===== src/design/pvs_regs_pkg.sv =====
package pvs_regs_pkg;

	// Management frame timing, counted in MDC bits
	localparam int PREAMBLE_BITS = 32;
	localparam int HDR_BITS      = 13;
	localparam int DATA_BITS     = 16;

	// Register addresses
	localparam logic [4:0] ADDR_LOOP_LED   = 5'h11;
	localparam logic [4:0] ADDR_CABLE_DIAG = 5'h12;
	localparam logic [4:0] ADDR_LINK_STAT  = 5'h13;
	localparam logic [4:0] ADDR_SYM_ERR    = 5'h15;
	localparam logic [4:0] ADDR_INT_CS     = 5'h1B;
	localparam logic [4:0] ADDR_PHY_CTRL   = 5'h1F;

	// Frame codes
	localparam logic [1:0] OP_WRITE = 2'h1;
	localparam logic [1:0] OP_READ  = 2'h2;

	// Loopback/LED register layout
	localparam logic [15:0] LOOP_LED_RST  = 16'h02F0;
	localparam logic [15:0] LOOP_LED_MASK = 16'hFFFE;
	localparam int          BIT_REM_LOOP  = 8;
	localparam int          BIT_LED_TEST  = 3;

	// Link status layout
	localparam int BIT_LINK1000 = 2;
	localparam int BIT_LINK100  = 1;

	// Interrupt control/status layout
	localparam int          INT_EN_LSB = 8;
	localparam int          INT_N      = 8;
	localparam logic [7:0]  INT_RST    = 8'h00;

	// PHY control layout
	localparam int BIT_INT_POL = 14;

	typedef enum logic [4:0] {
		ST_IDLE = 5'b00001,
		ST_HDR  = 5'b00010,
		ST_TA   = 5'b00100,
		ST_RDAT = 5'b01000,
		ST_WDAT = 5'b10000
	} pvs_state_t;

endpackage


===== src/design/pvs_regs.sv =====
`timescale 1ns/1ps
// Summary of operation
// - Remote loopback bit, reset zero, readable, drives line loopback output.
// - LED test bit, reset zero, places LED outputs in test mode.
// - Read-only gigabit link OK bit, reset zero.
// - Read-only 100 Mb link OK bit, reset zero.
// - 16-bit symbol error frame count, reset zero, cleared when read.
// - Jabber interrupt enable and sticky status, status cleared on read.
// - Receive error interrupt enable and sticky status, cleared on read.
// - Page received interrupt enable and sticky status, cleared on read.
// - Parallel detect fault enable and sticky status, cleared on read.
// - Link partner acknowledge interrupt enable, read/write, reset zero.
// - Link down interrupt enable, read/write, reset zero.
// - Remote fault interrupt enable, read/write, reset zero.
// - Link up interrupt enable, read/write, reset zero.
// - All eight status bits latch their events, cleared when read.
// - Interrupt pin polarity bit, one active high, zero active low.
module pvs_regs
	import pvs_regs_pkg::*;
#(
	parameter logic [4:0] PHY_ADDR = 5'h01,
	parameter int         CNT_W    = 16
) (
	input  wire logic              mclk,
	input  wire logic              rst,
	input  wire logic              mdc,
	input  wire logic              mdioIn,
	output logic                   mdioOut,
	output logic                   mdioOe,
	input  wire logic              linkOk1000,
	input  wire logic              linkOk100,
	input  wire logic              symErrFrame,
	input  wire logic [INT_N-1:0]  intEvent,
	output logic                   remoteLoopback,
	output logic                   ledTest,
	output logic                   intPin
);

	// ************************************************************
	// Pin synchronisers
	// ************************************************************
	logic mdcMeta_q, mdcSync_q, mdcPrev_q;
	logic mdioMeta_q, mdioSync_q;
	logic mdcRise, bitIn;
	always_ff @(posedge mclk) begin
		mdcMeta_q  <= mdc;
		mdcSync_q  <= mdcMeta_q;
		mdcPrev_q  <= mdcSync_q;
		mdioMeta_q <= mdioIn;
		mdioSync_q <= mdioMeta_q;
	end
	assign mdcRise = mdcSync_q & ~mdcPrev_q;
	assign bitIn   = mdioSync_q;

	// ************************************************************
	// Register storage and frame engine
	// ************************************************************
	pvs_state_t        state_q, state_d;
	logic [5:0]        preCnt_q, preCnt_d;
	logic [4:0]        bitCnt_q, bitCnt_d;
	logic [11:0]       hdr_q, hdr_d;
	logic              isRead_q, isRead_d;
	logic [4:0]        addr_q, addr_d;
	logic [15:0]       shift_q, shift_d;
	logic              mdioOut_d, mdioOe_d;
	logic [15:0]       loopLed_q, loopLed_d;
	logic              link1000_q, link100_q;
	logic [CNT_W-1:0]  symCnt_q, symCnt_d;
	logic [INT_N-1:0]  intEn_q, intEn_d;
	logic [INT_N-1:0]  intStat_q, intStat_d;
	logic              intPol_q, intPol_d;
	logic              intPin_d;
	logic [12:0]       hdrWord;
	logic [15:0]       wrWord;
	logic              rdFire, wrFire;
	logic              intAct;
	function automatic logic [15:0] readValue(input logic [4:0] a);
		logic [15:0] v;
		v = 16'h0000;
		case (a)
			ADDR_LOOP_LED: v = loopLed_q;
			ADDR_LINK_STAT: begin
				v[BIT_LINK1000] = link1000_q;
				v[BIT_LINK100]  = link100_q;
			end
			ADDR_SYM_ERR: v = 16'(symCnt_q);
			ADDR_INT_CS: v = {intEn_q, intStat_q};
			ADDR_PHY_CTRL: v[BIT_INT_POL] = intPol_q;
			default: v = 16'h0000;
		endcase
		return v;
	endfunction
	assign hdrWord = {hdr_q, bitIn};
	assign wrWord  = {shift_q[14:0], bitIn};
	always_comb begin
		state_d   = state_q;
		preCnt_d  = preCnt_q;
		bitCnt_d  = bitCnt_q;
		hdr_d     = hdr_q;
		isRead_d  = isRead_q;
		addr_d    = addr_q;
		shift_d   = shift_q;
		mdioOut_d = mdioOut;
		mdioOe_d  = mdioOe;
		rdFire    = 1'b0;
		wrFire    = 1'b0;
		if (mdcRise) begin
			case (state_q)
				ST_IDLE: begin
					if (bitIn) begin
						if (preCnt_q != 6'(PREAMBLE_BITS))
							preCnt_d = preCnt_q + 6'h01;
					end else if (preCnt_q == 6'(PREAMBLE_BITS)) begin
						state_d  = ST_HDR;
						bitCnt_d = 5'h00;
						preCnt_d = 6'h00;
					end else begin
						preCnt_d = 6'h00;
					end
				end
				ST_HDR: begin
					hdr_d    = hdrWord[11:0];
					bitCnt_d = bitCnt_q + 5'h01;
					if (bitCnt_q == 5'(HDR_BITS - 1)) begin
						bitCnt_d = 5'h00;
						addr_d   = hdrWord[4:0];
						// Frames for another address are skipped whole
						if (!hdrWord[12] || hdrWord[9:5] != PHY_ADDR) begin
							state_d = ST_IDLE;
						end else if (hdrWord[11:10] == OP_READ) begin
							state_d  = ST_TA;
							isRead_d = 1'b1;
							rdFire   = 1'b1;
							shift_d  = readValue(hdrWord[4:0]);
						end else if (hdrWord[11:10] == OP_WRITE) begin
							state_d  = ST_TA;
							isRead_d = 1'b0;
						end else begin
							state_d = ST_IDLE;
						end
					end
				end
				ST_TA: begin
					bitCnt_d = 5'h01;
					if (bitCnt_q != 5'h00) begin
						bitCnt_d = 5'h00;
						state_d  = isRead_q ? ST_RDAT : ST_WDAT;
						if (isRead_q) begin
							mdioOe_d  = 1'b1;
							mdioOut_d = 1'b0;
						end
					end
				end
				ST_RDAT: begin
					bitCnt_d = bitCnt_q + 5'h01;
					if (bitCnt_q == 5'(DATA_BITS)) begin
						// Release the line one bit after the last data bit
						mdioOe_d = 1'b0;
						state_d  = ST_IDLE;
						bitCnt_d = 5'h00;
					end else begin
						mdioOut_d = shift_q[15];
						shift_d   = {shift_q[14:0], 1'b0};
					end
				end
				ST_WDAT: begin
					shift_d  = wrWord;
					bitCnt_d = bitCnt_q + 5'h01;
					if (bitCnt_q == 5'(DATA_BITS - 1)) begin
						wrFire   = 1'b1;
						state_d  = ST_IDLE;
						bitCnt_d = 5'h00;
					end
				end
				default: begin
					state_d  = ST_IDLE;
					mdioOe_d = 1'b0;
				end
			endcase
		end
	end

	// ************************************************************
	// Register side effects
	// ************************************************************
	always_comb begin
		loopLed_d = loopLed_q;
		intEn_d   = intEn_q;
		intPol_d  = intPol_q;
		symCnt_d  = symCnt_q;
		intStat_d = intStat_q;
		if (wrFire) begin
			case (addr_q)
				ADDR_LOOP_LED: loopLed_d = wrWord & LOOP_LED_MASK;
				ADDR_INT_CS: intEn_d = wrWord[INT_EN_LSB +: INT_N];
				ADDR_PHY_CTRL: intPol_d = wrWord[BIT_INT_POL];
				default: intPol_d = intPol_q;
			endcase
		end
		// A read clears first, so an event in the same cycle still counts
		if (rdFire && addr_d == ADDR_SYM_ERR)
			symCnt_d = '0;
		if (symErrFrame && symCnt_d != '1)
			symCnt_d = symCnt_d + CNT_W'(1);
		if (rdFire && addr_d == ADDR_INT_CS)
			intStat_d = INT_RST;
		intStat_d = intStat_d | intEvent;
		intAct    = |(intEn_q & intStat_q);
		intPin_d  = intPol_q ? intAct : ~intAct;
	end
	always_ff @(posedge mclk) begin
		if (rst) begin
			state_q    <= ST_IDLE;
			preCnt_q   <= 6'h00;
			bitCnt_q   <= 5'h00;
			hdr_q      <= 12'h000;
			isRead_q   <= 1'b0;
			addr_q     <= 5'h00;
			shift_q    <= 16'h0000;
			mdioOut    <= 1'b0;
			mdioOe     <= 1'b0;
			loopLed_q  <= LOOP_LED_RST;
			link1000_q <= 1'b0;
			link100_q  <= 1'b0;
			symCnt_q   <= '0;
			intEn_q    <= INT_RST;
			intStat_q  <= INT_RST;
			intPol_q   <= 1'b0;
			intPin     <= 1'b1;
			remoteLoopback <= 1'b0;
			ledTest    <= 1'b0;
		end else begin
			state_q    <= state_d;
			preCnt_q   <= preCnt_d;
			bitCnt_q   <= bitCnt_d;
			hdr_q      <= hdr_d;
			isRead_q   <= isRead_d;
			addr_q     <= addr_d;
			shift_q    <= shift_d;
			mdioOut    <= mdioOut_d;
			mdioOe     <= mdioOe_d;
			loopLed_q  <= loopLed_d;
			link1000_q <= linkOk1000;
			link100_q  <= linkOk100;
			symCnt_q   <= symCnt_d;
			intEn_q    <= intEn_d;
			intStat_q  <= intStat_d;
			intPol_q   <= intPol_d;
			intPin     <= intPin_d;
			remoteLoopback <= loopLed_d[BIT_REM_LOOP];
			ledTest    <= loopLed_d[BIT_LED_TEST];
		end
	end
endmodule


===== config.mk =====
export PLATFORM = sky130hd
export DESIGN_NAME = pvs_regs
export DESIGN_NICKNAME = d
export VERILOG_FILES = /design/src/design/pvs_regs_pkg.sv /design/src/design/pvs_regs.sv
export SDC_FILE = /design/constraint.sdc
export NUM_CORES = 1
export LEC_CHECK = 0
export BUFFER_PORTS_ARGS = -buffer_cell sky130_fd_sc_hd__buf_2
export CAP_MARGIN = 20
export CORE_MARGIN = 5
export CORE_UTILIZATION = 62
export DETAILED_ROUTE_END_ITERATION = 7
export GPL_TIMING_DRIVEN = 0
export PLACE_DENSITY = 0.8
export SLEW_MARGIN = 0
export SYNTH_ARGS = -nofsm -noshare
export SYNTH_HDL_FRONTEND = slang
export SYNTH_SLANG_ARGS = --single-unit

===== constraint.sdc =====
create_clock -name mclk -period 3.4 [get_ports mclk]
set_input_delay 0.34 -clock mclk [delete_from_list [all_inputs] [get_ports mclk]]
set_output_delay 0.34 -clock mclk [all_outputs]
set_load 0.02 [all_outputs]

==> results of run 1 <==
[sequential cells by signal (all words and copies together) (netlist names), 5 cells and up]
signal,count
state_q,5
addr_q,5
shift_q,16
preCnt_q,6
intStat_q,8
symCnt_q,16
loopLed_q,14
bitCnt_q,5
intEn_q,8
hdr_q,12
[cells in the final DEF (no fill, tap or decap), drive strengths merged, types with 24 or more instances in the layout]
cell,synthesis,layout
clkbuf,39,49
a21oi,25,25
mux2i,41,41
nand3,25,25
nor2,80,80
buf,5,24
nand2,41,41
dfxtp,108,108
o21ai,30,30
[power breakdown]
part / total [W] / switching (W) / internal (W)
Combinational: 0.0000755 / 0.0000510 / 0.0000245
Clock: 0.000750 / 0.000453 / 0.000298
Sequential: 0.00129 / 0.0000139 / 0.00128
[worst max-delay path, cell delays in order, from the launching register on]
cell and delay, ns:
dfxtp_1 0.34, inv_1 0.10, ha_1 0.19, nand4b_1 0.29
nor2_1 0.23, nand4_1 0.28, and2_1 0.28, ha_1 0.22
nand3_1 0.10, or4_1 0.10, clkbuf_1 0.24, o2111ai_1 0.22
or3_1 0.35, a21oi_1 0.14
[cells by family (layout without fill, tap and decap cells)]
logic type / count (synthesis) / in the layout / share of synthesized area, %
flip-flops: 108 / 108 / 40.8
adder cells (fa/ha/maj): 8 / 8 / 1.89
buffers and inverters: 57 / 91 / 4.58
AO/OA/AOI/OAI: 147 / 147 / 19.5
XOR/XNOR: 18 / 18 / 2.98
multiplexers: 45 / 45 / 8.60
AND/OR/NAND/NOR: 225 / 225 / 21.7
[metrics by stage]
step | hold slack (ns) | utilization [%]
2_1_floorplan | 0.310 | -
3_3_place_gp | 0.310 | 66.8
3_5_place_dp | 0.314 | 66.8
4_1_cts | 0.0566 | 69.1
5_1_grt | 0.0429 | 69.3
6_report | 0.0612 | 69.3
[cell type report]
type,instances,area (sq um)
repair buffers,19,97.6
flip-flops and latches,108,2160
clock buffers,11,141
fillers,686,2530
plain buffers,43,190
well taps,105,131
clock inverters,5,46.3
inverters,13,48.8
multi-input cells,443,2910
[worst max path at each step]
stage,from,end,slack (ns),cells past startpoint
global placement,hdr_q[3],symCnt_q[15],0.17,12
detailed placement,bitIn,symCnt_q[15],0.12,12
global route,bitCnt_q[0],symCnt_q[15],-0.01,13
floorplan,hdr_q[3],symCnt_q[15],0.66,12
CTS,hdr_q[3],symCnt_q[15],0.06,12
finish,bitCnt_q[0],symCnt_q[15],0.25,13
[repair_timing]
item	CTS	global route
hold endpoints to repair	0	0
endpoints found under the setup margin	0	4
gates resized for setup	0	3
buffers inserted	0	1
[layer usage]
layer,GRT usage (%),wire length (um),vias up
li1,-,-,2298
met1,34.6,5960,2258
met2,44.9,6550,154
met3,5.46,787,40
met4,12.4,528,0
met5,0,0,-
[cell usage after synthesis, drive strengths merged (3+ instances only)]
library cell  number  share of area (%)
nand3             25                2.4
dfxtp            108                 41
a21oi             25                2.4
ha                 8                1.9
nor4               8                1.2
or4                4               0.64
and2               7               0.83
buf                5               0.87
xnor2              5               0.83
o211ai            20                2.8
clkbuf            39                2.8
and4               4               0.66
a211oi             4               0.57
a221o             14                2.6
and3               6               0.71
or3                6               0.71
xor2              13                2.1
mux2i             41                7.7
nor3              11                1.3
a22oi             20                2.8
nor2              80                5.7
a31o               3               0.50
nor3b              3               0.43
nand4              8               0.94
nor2b              7               0.83
nor4bb             3               0.57
a32oi             12                2.0
inv               13               0.92
mux2               4               0.85
nand2             41                2.9
o21ai             30                2.8
==> results.cfg, run 1 <==
[run_status]
status = finished clean

[grt]
antenna_found_initial = 0
track_usage_pct = 27.3
grt_pass1_vias = 4552
grt_pass1_wl_um = 22500
grt-ovfl-total = 0
grt_max_degree = 19

[drt]
drc_errors = 0
wl_um = 13800
drtAntennaViolNets = 0
num_vias = 4750
drtIter0Drc = 347
dr.pass1.iters = 4
wl_per_cell_um = 18.5
routed_via_density = 6.36

[floorplan]
initial_utilization_pct = 64.2
coreArea_sq_um = 8260
die_w_um = 102
dieHeight_um = 102
io-pin-count = 20
die_area_sq_um = 10500
rows = 33

[placed_design]
dpl.hpwl_um = 9990
place_inst = 731
gp_congestion = 0.954
post_dp_cell_area_sq_um = 5520
pre_cts_ws_ns = 0.121
numPortBuffers = 18

[worst_setup_path]
r2r_start = bitCnt_q[0]
reg2reg_depth = 13
cp_max_fo = 8
end_kind = register
required_ns = 3.71
criticalPathCategory = reg2reg
arrival_ns = 3.46
r2r_setup_slack_ns = 0.25
critPathLaunchType = register
r2r-end = symCnt_q[15]

[sta]
worst_pin_slew_ns = 0.671
finalSetupViolCount = 0
finalCriticalPeriod_ns = 3.15
slew_violations = 0
slew_headroom_pct = 54.9
timing.fmax_mhz = 317
fin_crit_sh_pct = 92.7
finalHoldViolations = 0
worst_slack_ns = 0.249
tns_ns = 0
finalClockSkew_ns = 0.0137

[clocking]
cts_hold_buf = 0
clk_pin_slew_worst_paths_ns = 0.10
h-tree-depth = 3
clk-insertion-delay-late_ns = 0.38
clock-root-buffer = clkbuf_8
numCtsBuffers = 9
clock_sinks = 108
clock_path_buffers = 2
tritoncts = yes

[synth]
ys_seq_area_share_pct = 40.8
synth_area_sq_um = 5300
synth.distinct_cells = 58
postSynth.asyncResetShare_pct = 0
syn_nets = 631
synth_warnings = 0
synth_ff_type = dfxtp_1
syn_inst = 608
synth-edff-count = 0
avgSynthCellArea_sq_um = 8.71
ys_ff_latch = 108

[final_layout]
layout.nets = 660
syn2layout_area_growth_pct = 8.03
post-route-cell-area_sq_um = 5720
antennaDiodeCount = 0
final_cell_count_no_fill = 747
layout-drive-gt1-share_pct = 8.41

[power]
total_power_w = 0.00212
powerDensity_nw_per_um2 = 370
ir_drop_mv = 0.282
leakage_nw = 1.99

[worst_hold_path]
min_to = mdcMeta_q
whs_path_depth = 1
worstHoldStart = mdc
hp-class = in2reg

[run]
maxCapViolCount = 0
Note: power is estimated with default switching activity, not from simulation.
==> inputs of run 2 (changes only) <==
==> constraint.sdc (replaced) <==
create_clock -name mclk -period 3.4 [get_ports mclk]
set_input_delay 0.17 -clock mclk [delete_from_list [all_inputs] [get_ports mclk]]
set_output_delay 0.17 -clock mclk [all_outputs]
set_load 0.02 [all_outputs]
==> run 2 against run 1 <==
- the flow now finishes with violations (negative hold slack)
- worst hold slack lost 0.062 ns
- first-iteration DRC count shrank 0.58%
- die area is the same
- clock skew grew 0.0017 ns
- sequential cell count is the same
- sequential power is essentially flat
- register-to-register slack is essentially flat
==> results.cfg, run 2 (synthesis gave the netlist of run 1 again) <==
[run_status]
status = finished with violations
violations = negative hold slack

[sta]
whs_ns = -0.000443
slew_violations = 0
finalClockSkew_ns = 0.0155
timing.fmax_mhz = 316
fin_crit_sh_pct = 93.1
finalCriticalPeriod_ns = 3.16
worst_pin_slew_ns = 0.688
finalHoldViolations = 1
tns_ns = 0
slew_headroom_pct = 54.1
finalSetupViolCount = 0

[power]
clkPwrFrac_pct = 35.4
pwr-share-comb_pct = 3.9
total_power_w = 0.00213
powerDensity_nw_per_um2 = 368
ir_drop_mv = 0.282
intPower_w = 0.00161
p_sw_w = 0.000523
seq_power_share_pct = 60.7
switching_share_pct = 24.6
leakage_nw = 2.01

[worst_setup_path]
r2r_start = bitCnt_q[0]
cp_max_fo = 8
arrival_ns = 3.48
reg2reg_depth = 13
r2r-end = symCnt_q[15]
end_kind = register
r2r_setup_slack_ns = 0.24
critPathLaunchType = register
criticalPathCategory = reg2reg
required_ns = 3.71
cp-endpoint = symCnt_q[15]
crit_path_start = bitCnt_q[0]

[grt]
grt-ovfl-total = 0
antenna_found_initial = 0
grt_pass1_wl_um = 22600
track_usage_pct = 27.5
grt_pass1_vias = 4588
grt_max_degree = 19
use_met3_pct = 5.46
top_usage_layer = met2
gr-usage-met2_pct = 45.2
globalRouteMet1Util_pct = 34.7

[placed_design]
gp_congestion = 0.954
numPortBuffers = 18
place_inst = 731
dpl.hpwl_um = 9990

[final_layout]
antennaDiodeCount = 0
final_cell_mix = 108 x dfxtp_1, 80 x nor2_1, 41 x mux2i_1, 41 x nand2_1, 38 x clkbuf_1
final_cell_count_no_fill = 754
mostFrequentLayoutCell = dfxtp_1
fillCellCount = 675
layout.nets = 667
final_util_pct = 70.2
syn2layout_area_growth_pct = 9.35
top_regs = shift_q (16), symCnt_q (16), loopLed_q (14)
layout-drive-gt1-share_pct = 8.32

[drt]
num_vias = 4815
routed_via_density = 6.39
wl_um = 14000
dr.pass1.iters = 5
drc_errors = 0
drtIter0Drc = 345
wl_per_cell_um = 18.5
drtAntennaViolNets = 0

[clocking]
numCtsBuffers = 9
h-tree-depth = 3
tritoncts = yes
clock_sinks = 108
clk-insertion-delay-late_ns = 0.38
clock-root-buffer = clkbuf_8
clock_path_buffers = 2
clk_pin_slew_worst_paths_ns = 0.10

[floorplan]
die_area_sq_um = 10500
initial_utilization_pct = 64.2
io-pin-count = 20
rows = 33
coreArea_sq_um = 8260
die_w_um = 102
dieHeight_um = 102

[worst_hold_path]
hp-class = in2reg

[run]
maxCapViolCount = 0
## run 2: cell count changes in the layout (fill, tap and decap cells not counted), sizes merged
cell | before | now
dlygate4sd3 | 0 | 7
## run 2: layout make-up
class,count,area (sq um),share of cell area (%)
inverters,13,48.8,0.842
clock inverters,5,46.3,0.799
multi-input cells,443,2910,50.2
repair buffers,26,168,2.89
plain buffers,43,190,3.28
well taps,105,131,2.27
clock buffers,11,141,2.44
flip-flops and latches,108,2160,37.3
## run 2: metal layers
metal / up-vias / routed length [um] / part of all wire, %
met5: - / 0 / 0
met4: 0 / 507 / 3.6
met3: 40 / 756 / 5.4
met2: 180 / 6720 / 48
met1: 2291 / 6000 / 43
li1: 2304 / - / -
## run 2: worst min-delay path by stage
stage / from / to / slack [ns] / cells after the start
2_1_floorplan: mdc / mdcMeta_q / 0.20 / 0
3_3_place_gp: mdioIn / mdioMeta_q / 0.27 / 1
3_5_place_dp: mdioIn / mdioMeta_q / 0.27 / 1
4_1_cts: intEvent[6] / intStat_q[6] / 0.0005 / 3
5_1_grt: intEvent[2] / intStat_q[2] / 0.03 / 3
6_report: linkOk100 / link100_q / -0.0004 / 2
## run 2: stage by stage
stage | worst slack [ns] | hold WS, ns | cell area (sq um)
global route | -0.0111 | 0.0288 | 5790
floorplan | 0.663 | 0.198 | 5300
finish | 0.236 | -0.000443 | 5790
detailed placement | 0.121 | 0.275 | 5520
CTS | 0.0630 | 0.000516 | 5760
global placement | 0.168 | 0.273 | 5520
## run 2: what timing repair did
item / in CTS / in global routing
setup buffers: 0 / 1
endpoints found under the hold margin: 5 / 2
gates resized for setup: 0 / 3
setup endpoints to repair: 0 / 4
hold buffers: 5 / 2
## run 2: worst max-delay path, stage by stage (launching register included)
cell and delay (ns):
dfxtp_1 0.34, inv_1 0.10, ha_1 0.19, nand4b_1 0.30
nor2_1 0.24, nand4_1 0.28, and2_1 0.28, ha_1 0.22
nand3_1 0.10, or4_1 0.10, clkbuf_1 0.24, o2111ai_1 0.22
or3_1 0.35, a21oi_1 0.14
## run 2: power by group through the flow
stage / sequential, W / combinational [W] / clock, W
floorplan: 0.00132 / 0.0000473 / 0
global placement: 0.00132 / 0.0000717 / 0
detailed placement: 0.00132 / 0.0000740 / 0
CTS: 0.00129 / 0.0000788 / 0.000757
global route: 0.00130 / 0.0000911 / 0.000817
finish: 0.00129 / 0.0000826 / 0.000754
